==> config.mk <==
export PLATFORM = sky130hd
export DESIGN_NAME = ecl_error_log
export DESIGN_NICKNAME = d
export VERILOG_FILES = /design/src/ecl_error_log.v
export VERILOG_INCLUDE_DIRS = /design/src
export SDC_FILE = /design/constraint.sdc
export NUM_CORES = 1
export LEC_CHECK = 0
export ABC_CLOCK_PERIOD_IN_PS = 7100
export BUFFER_PORTS_ARGS = -buffer_cell sky130_fd_sc_hd__buf_2
export CORE_ASPECT_RATIO = 0.7
export CORE_MARGIN = 4
export CORE_UTILIZATION = 60
export CTS_CLUSTER_SIZE = 40
export DETAILED_ROUTE_END_ITERATION = 8
export PLACE_DENSITY = 0.8
export SLEW_MARGIN = 20
export SYNTH_ARGS = -nofsm -noshare
export SYNTH_HDL_FRONTEND = slang
export SYNTH_SLANG_ARGS = --single-unit
==> constraint.sdc <==
create_clock -name clock -period 7.1 [get_ports clock]
set_input_delay 1.42 -clock clock [delete_from_list [all_inputs] [get_ports clock]]
set_output_delay 1.42 -clock clock [all_outputs]
set_load 0.01 [all_outputs]
==> src/ecl_regs.vh <==
// register indices, field positions and error codes of the error code log queue
`ifndef ECL_REGS_VH
`define ECL_REGS_VH
`define ECL_IDX_STATUS 8'h00
`define ECL_IDX_ERRPOP 8'h0A
`define ECL_STAT_ERR_BIT 13
`define ECL_DEPTH 5'h10
`define ECL_PTR_MAX 4'hF
`define ECL_PTR_ZERO 4'h0
`define ECL_PTR_ONE 4'h1
`define ECL_COUNT_ZERO 5'h00
`define ECL_COUNT_ONE 5'h01
`define ECL_CODE_NONE 8'h00
`define ECL_CODE_BADCMD 8'h06
`define ECL_CODE_SERIAL 8'h0B
`define ECL_CODE_BAUD 8'h12
`define ECL_CODE_DSP 8'h25
`define ECL_CODE_OVFL 8'h2D
`define ECL_CODE_FLASH 8'h2E
`endif

==> src/ecl_error_log.v <==
// error code log queue with status word and pop-on-read
`timescale 1ns/10ps
`include "ecl_regs.vh"
module ecl_error_log (
  input wire clock,
  input wire rst,
  input wire readReq,
  input wire [7:0] parameterIndex,
  input wire [15:0] statusOther,
  input wire badCommand,
  input wire rxFault,
  input wire badBaud,
  input wire dspLoadFail,
  input wire checksumFail,
  input wire extErrValid,
  input wire [7:0] extErrCode,
  output reg readValid,
  output reg [15:0] readData,
  output reg errorPending
);

// ----------------------------------------
// event selection
// ----------------------------------------
// one push per cycle; simultaneous events are kept by holding them pending
reg [5:0] pendEv_q;
reg [7:0] extCode_q;
wire [5:0] evNow = pendEv_q | {extErrValid, checksumFail, dspLoadFail, badBaud, rxFault, badCommand};
reg [5:0] grant;
reg [7:0] pushCode;

always @* begin
  grant = 6'h00;
  pushCode = `ECL_CODE_NONE;
  if (evNow[0]) begin
    grant = 6'h01;
    pushCode = `ECL_CODE_BADCMD;
  end else if (evNow[1]) begin
    grant = 6'h02;
    pushCode = `ECL_CODE_SERIAL;
  end else if (evNow[2]) begin
    grant = 6'h04;
    pushCode = `ECL_CODE_BAUD;
  end else if (evNow[3]) begin
    grant = 6'h08;
    pushCode = `ECL_CODE_DSP;
  end else if (evNow[4]) begin
    grant = 6'h10;
    pushCode = `ECL_CODE_FLASH;
  end else if (evNow[5]) begin
    grant = 6'h20;
    pushCode = pendEv_q[5] ? extCode_q : extErrCode;
  end
end

// ----------------------------------------
// queue storage
// ----------------------------------------
reg [7:0] mem [0:15];
reg [3:0] rdPtr_q;
reg [3:0] wrPtr_q;
reg [4:0] count_q;
reg overflow_q;
integer i;

// ----------------------------------------
// request and event decode
// ----------------------------------------
wire popStat = readReq && parameterIndex == `ECL_IDX_STATUS;
wire popReq = readReq && parameterIndex == `ECL_IDX_ERRPOP;
wire unknownParam = readReq && !popStat && !popReq;
wire queueEmpty = count_q == `ECL_COUNT_ZERO;
wire full = count_q == `ECL_DEPTH;
wire push = grant != 6'h00;
wire doPop = popReq && !queueEmpty;
// a pop frees a slot, so a push in the same cycle still lands when full
wire doWrite = push && (!full || doPop);

function [3:0] nextPtr;
  input [3:0] p;
  begin
    nextPtr = (p == `ECL_PTR_MAX) ? `ECL_PTR_ZERO : p + `ECL_PTR_ONE;
  end
endfunction

// ----------------------------------------
// next state
// ----------------------------------------
reg [5:0] pendEv_d;
reg [7:0] extCode_d;
reg [3:0] rdPtr_d;
reg [3:0] wrPtr_d;
reg [4:0] count_d;
reg overflow_d;

always @* begin
  // an unknown index is logged one cycle later, through the pending set
  pendEv_d = (evNow & ~grant) | {5'h00, unknownParam};
  extCode_d = extCode_q;
  if (extErrValid && !pendEv_q[5]) begin
    extCode_d = extErrCode;
  end
end

always @* begin
  wrPtr_d = wrPtr_q;
  rdPtr_d = rdPtr_q;
  if (doWrite) begin
    wrPtr_d = nextPtr(wrPtr_q);
  end
  if (doPop) begin
    rdPtr_d = nextPtr(rdPtr_q);
  end
end

always @* begin
  count_d = count_q;
  if (doWrite && !doPop) begin
    count_d = count_q + `ECL_COUNT_ONE;
  end else if (doPop && !doWrite) begin
    count_d = count_q - `ECL_COUNT_ONE;
  end
end

always @* begin
  // newest codes dropped once full; the marker outlives the kept codes
  overflow_d = overflow_q;
  if (push && full && !doPop) begin
    overflow_d = 1'b1;
  end else if (popReq && queueEmpty) begin
    overflow_d = 1'b0;
  end
end

wire pending_d = (count_d != `ECL_COUNT_ZERO) || overflow_d;

// ----------------------------------------
// answer selection
// ----------------------------------------
reg [15:0] readData_d;

always @* begin
  readData_d = {8'h00, `ECL_CODE_NONE};
  if (popStat) begin
    // status bit shows the flag as it stood when the request was taken
    readData_d = statusOther;
    readData_d[`ECL_STAT_ERR_BIT] = errorPending;
  end else if (doPop) begin
    readData_d = {8'h00, mem[rdPtr_q]};
  end else if (popReq && overflow_q) begin
    readData_d = {8'h00, `ECL_CODE_OVFL};
  end
end

// ----------------------------------------
// event hold registers
// ----------------------------------------
always @(posedge clock or posedge rst) begin
  if (rst) begin
    pendEv_q <= 6'h00;
    extCode_q <= `ECL_CODE_NONE;
  end else begin
    pendEv_q <= pendEv_d;
    extCode_q <= extCode_d;
  end
end

// ----------------------------------------
// queue control registers
// ----------------------------------------
always @(posedge clock or posedge rst) begin
  if (rst) begin
    rdPtr_q <= `ECL_PTR_ZERO;
    wrPtr_q <= `ECL_PTR_ZERO;
    count_q <= `ECL_COUNT_ZERO;
    overflow_q <= 1'b0;
  end else begin
    rdPtr_q <= rdPtr_d;
    wrPtr_q <= wrPtr_d;
    count_q <= count_d;
    overflow_q <= overflow_d;
  end
end

// ----------------------------------------
// code memory
// ----------------------------------------
always @(posedge clock or posedge rst) begin
  if (rst) begin
    for (i = 0; i < `ECL_DEPTH; i = i + 1) begin
      mem[i] <= `ECL_CODE_NONE;
    end
  end else begin
    if (doWrite) begin
      mem[wrPtr_q] <= pushCode;
    end
  end
end

// ----------------------------------------
// host read answers
// ----------------------------------------
always @(posedge clock or posedge rst) begin
  if (rst) begin
    readValid <= 1'b0;
    readData <= 16'h0000;
    errorPending <= 1'b0;
  end else begin
    readValid <= readReq;
    readData <= readData_d;
    errorPending <= pending_d;
  end
end

endmodule

# ---- Yosys cells after proc, flatten, opt, wreduce, memory -nomap -nowiden
# Index checks and enable logic that the tools add are counted.
dict set report op_classes {
  add_sub_neg 4
  order_cmp 3
  eq_ne 4
  muxes 28
  n_bitwise 6
  reduce_logical 27
}
# cell n
set ops {}
lappend ops {{128-bit bitwise mux} 1}
lappend ops {{8-bit two-way mux} 11}
lappend ops {{6-bit two-way mux} 7}
lappend ops {{8-bit binary-select mux with 4-bit select} 1}
lappend ops {{8-bit demux with 4-bit select} 1}
lappend ops {{16-bit two-way mux} 1}
lappend ops {{1-bit logical AND} 14}
lappend ops {{5-bit >= comparator, second input constant} 2}
lappend ops {{5-bit two-way mux} 2}
lappend ops {{4-bit NOT with 5-bit output} 2}
lappend ops {{4-bit by 1-bit adder with 4-bit output, second input constant} 2}
lappend ops {{4-bit == test, second input constant} 2}
lappend ops {{8-bit by 4-bit == test with 1-bit output, second input constant} 1}
lappend ops {{8-bit logical NOT} 1}
lappend ops {{4-bit two-way mux} 2}
lappend ops {{1-bit logical NOT} 7}
lappend ops {{6-bit bitwise AND} 1}
lappend ops {{6-bit NOT} 1}
lappend ops {{6-bit by 1-bit OR with 6-bit output} 1}
lappend ops {{6-bit OR} 1}
lappend ops {{6-bit nonzero test} 1}
lappend ops {{5-bit by 1-bit adder with 5-bit output, second input constant} 1}
lappend ops {{5-bit == test, second input constant} 1}
lappend ops {{5-bit logical NOT} 1}
lappend ops {{5 further kinds} 7}
dict set report totals {
  register_bits 174
}

# ---- Depth between registers and ports, before layout
dict set report depth {
  depth_word 15
  ltp_mapped 9
}

# ---- Least setup slack after synthesis
# Ideal clock, no wire load.
dict set report synth_path {
  path_kind {in2reg}
  startpoint {input parameterIndex[0]}
  endpoint {register mem[48] in the netlist's numbering}
  arrival_ns 3.408
  required_time_ns 6.975
  setup_slack_ns 3.567
  path_stages 7
  n_path_buf 2
  cell_sequence {or4_4 or3_1 buf_6 a31oi_4 buf_12 nand3_4 mux2_4}
}
dict set report synth_between {
  elab_chain_len 5
}
# element line
set synth_lines {}
lappend synth_lines {{from (decl)} ecl_error_log.v:8} ;# input wire [7:0] parameterIndex,
lappend synth_lines {{8-bit by 4-bit == test with 1-bit output (no line)} --}
lappend synth_lines {{1-bit logical AND (no line)} --}
lappend synth_lines {{1-bit logical AND} ecl_error_log.v:75} ;# wire doPop = popReq && !queueEmpty;
lappend synth_lines {{1-bit logical OR} ecl_error_log.v:77} ;# wire doWrite = push && (!full || doPop);
lappend synth_lines {{1-bit logical AND} ecl_error_log.v:77}
lappend synth_lines {{to (signal, indexed assignment)} ecl_error_log.v:191} ;# mem[i] <= `ECL_CODE_NONE;
lappend synth_lines {{to (signal, indexed assignment)} ecl_error_log.v:195} ;# mem[wrPtr_q] <= pushCode;
lappend synth_lines {{to (decl)} ecl_error_log.v:59} ;# reg [7:0] mem [0:15];
# No other way between the ends.
# A chain may end at the register's enable or synchronous reset.

# ---- Worst setup path in the final report
dict set report layout_path {
  startpoint {input parameterIndex[0]}
  endpoint {register mem[124] in the netlist's numbering}
}
# Same word-level chain as after synthesis.

==> impl_metrics.ini <==
[logic_synthesis]
yosysSeqAreaShare_pct = 51.8
synthSimpleGateAreaFrac_pct = 12.0
yosys_warnings = 0
muxShareOfSynthArea_pct = 25.6
synthCells = 621
synth-main-ff-cell = dfrtp_1
synth_area_um2 = 8410
synth_top_family_by_area = multiplexers
synth-compound-area-share_pct = 6.66
syn_avg_cell_area_um2 = 13.5
synth-edff-count = 0
synthAdderAreaFrac_pct = 1.31
syn_nets = 670
synthXorXnorAreaFrac_pct = 0.521
yosysUniqueCellTypes = 54
synth_seq_cells = 174
async_reset_ff_share_pct = 100

[power]
p_switching_mw = 1.02
p_seq_share_pct = 44.2
power_density_nw_per_um2 = 334
swShare_pct = 32.4
peakVddDrop_mv = 0.242
clock_power_share_pct = 28.8
leakage_nw = 4.47
p_comb_share_pct = 27.0
p_int_mw = 2.13

[floorplanning]
fp.dieH_um = 107
dieArea_um2 = 16000
die_w_um = 150
fp-row-count = 35
initial_core_util_pct = 62.6
io_pins = 59
core_area_um2 = 13400

[routing]
route.detailed.drc = 0
drt-initial-drc-count = 345
ant_nets = 0
drt-pass1-iter-count = 6
via_count = 5362
wire_per_inst_um = 21.1
via_per_inst = 6.16
drt_wl_total_um = 18400

[timing]
fin_crit_sh_pct = 57.1
setup-tns-final_ps = 0
setup_viol = 0
finalHoldViolCount = 0
fin_crit_ps = 4050
slew_headroom_pct = 24.5
worst_pin_slew_ps = 1120
slew_violations = 0
setup_ws_ps = 3050
fmax_mhz = 247
rsz0062_at_grt = false
fin_worst_skew_ps = 7.50

[flow_run]
drv_cap = 0

[grt]
grtUsageTotal_pct = 24.4
overflow = 0
grt_antenna_before_repair = 0
grt_max_degree = 92
grt_pass1_vias = 5609
grt_pass1_wl_um = 30100

[cts]
cts_max_level = 4
numCtsBuffers = 17
cts_setup_buffers = 0
clk_pin_slew_ps = 70
cts_sinks = 174
clk_path_buf_depth = 2
cts_resized = 0
cts_tree = yes
root_buffer = clkbuf_16
clk_latency_ps = 430
ctsHoldBuffers = 0

[placed_design]
hpwlAfterDp_um = 12500
dp_slack_ps = 2640
gp_congestion = 0.853
io_buffers = 57

[hold_path]
hold_start = mem[89]$_DFFE_PP0P_
hp-class = flip-flop to flip-flop

[worst_setup_path]
crit_required_ps = 7410
rrSetupSlack_ps = 4180
cp_cell_sequence = buf_2, or4_4, or3_1, a31oi_4, buf_4, nand3_2, mux2_2
cp.arrival_ps = 4360
timing.rr.start = pendEv_q[5]$_DFF_PP0_
cp_max_fo = 15
r2r_cells = 6
critPathLaunch = parameterIndex[0]
slowest_delay_ps = 650
cp_num_buf_inv = 2
crit_family = simple AND/OR/NAND/NOR gates
crit_end = mem[124]$_DFFE_PP0P_
critPathKind = primary input to flip-flop
worstSetupEndpointType = flip-flop
path_depth = 7
startpoint_type = primary input
rr_endpoint = mem[124]$_DFFE_PP0P_
crit_path_top_delay_cell = a31oi_4

[cells_and_area]
post-route-util_pct = 70.1
layout-drive-gt1-share_pct = 36.2
fillers = 918
nNetsFinal = 721
antennaDiodeCount = 0
area_delta_synth_final_pct = 12.1

[status]
status = finished clean
==> Yosys cell counts (5+ instances only) <==
master      n  area share [%]
ha_1        8             1.2
buf_2       6            0.36
a22oi_1     9            0.80
mux2_2     20             2.7
nand4_1     5            0.37
inv_1       6            0.27
and2_1     10            0.74
a21oi_1    17             1.0
nor2b_1     5            0.37
nand3_1     9            0.54
mux2_4     63              11
dfrtp_1   174              52
nand3_4    13             2.7
nor2_1     17            0.76
or2_2       5            0.37
mux4_2     36             9.6
o21ai_0    41             2.4
mux2_1     15             2.0
a22o_1      5            0.52
nand2_1    80             3.6
clkbuf_1   21            0.94
==> final cells by class <==
cell class,count,area (µm²),area share (%)
sequential,174,4360,46.2
multi-input combinational,409,3900,41.3
clock buffer,19,443,4.70
timing repair buffer,64,342,3.62
tap,185,231,2.45
clock inverter,13,131,1.39
inverter,6,27.5,0.292
==> sequential cells by signal, summed over array words and instances (netlist names) <==
name	flops
mem	128
readData	16
extCode_q	8
pendEv_q	6
count_q	5
rdPtr_q	4
wrPtr_q	4
errorPending	1
overflow_q	1
readValid	1
==> metrics by stage <==
step | instance area [µm²] | power, mW | cells | hold slack [ps]
2_1_floorplan | 8410 | 2.02 | 621 | 445
3_3_place_gp | 8830 | 2.16 | 838 | 457
3_5_place_dp | 8830 | 2.24 | 838 | 467
4_1_cts | 9410 | 3.15 | 870 | 485
5_1_grt | 9430 | 3.30 | 870 | 504
6_report | 9430 | 3.15 | 870 | 485
==> cells in the final DEF (no fill, tap or decap), types with 8 or more instances in the layout <==
cell type	instances
dfrtp_1	173
nand2_1	80
mux2_4	63
buf_2	57
o21ai_0	41
mux4_2	36
mux2_2	20
clkbuf_16	17
nor2_1	16
mux2_1	15
a21oi_1	13
nand3_4	13
and2_1	10
a22oi_1	9
nand3_1	9
ha_1	8
==> power by group through the flow <==
stage	Sequential (mW)	Combinational (mW)	Clock (mW)
after global routing	1.42	0.928	0.962
final	1.39	0.850	0.907
after detailed placement	1.40	0.842	0
after floorplan	1.33	0.690	0
after CTS	1.39	0.851	0.917
after global placement	1.37	0.794	0
==> worst min-delay path by stage <==
| stage | end | depth (start not counted) |
|---|---|---|
| global placement | mem[1]$_DFFE_PP0P_ | 2 |
| global route | extCode_q[6]$_DFFE_PP0P_ | 2 |
| floorplan | mem[105]$_DFFE_PP0P_ | 2 |
| detailed placement | extCode_q[6]$_DFFE_PP0P_ | 2 |
| finish | mem[89]$_DFFE_PP0P_ | 2 |
| CTS | mem[114]$_DFFE_PP0P_ | 2 |
==> routing by layer <==
metal	up-vias	global-route usage, %	share of wire [%]
met2	164	38.7	48
met4	0	7.12	1.7
li1	2375	-	-
met5	-	0	0
met3	34	5.11	5.8
met1	2789	34.4	44
==> kinds of logic after synthesis <==
| kind of cell | Yosys count |
|---|---|
| DFF | 174 |
| muxes | 134 |
| and+or+nand+nor | 170 |
| buffers and inverters | 38 |
| xor gates and xnor gates | 5 |
| AOI/OAI and AO/OA | 91 |
| adders and majority gates | 9 |
==> worst min-delay path, cell delays in order, from the launching register on <==
cell     delay [ps]
dfrtp_1         340
nand2_1          40
o21ai_0          60
Note: power is estimated with default switching activity, not from simulation.
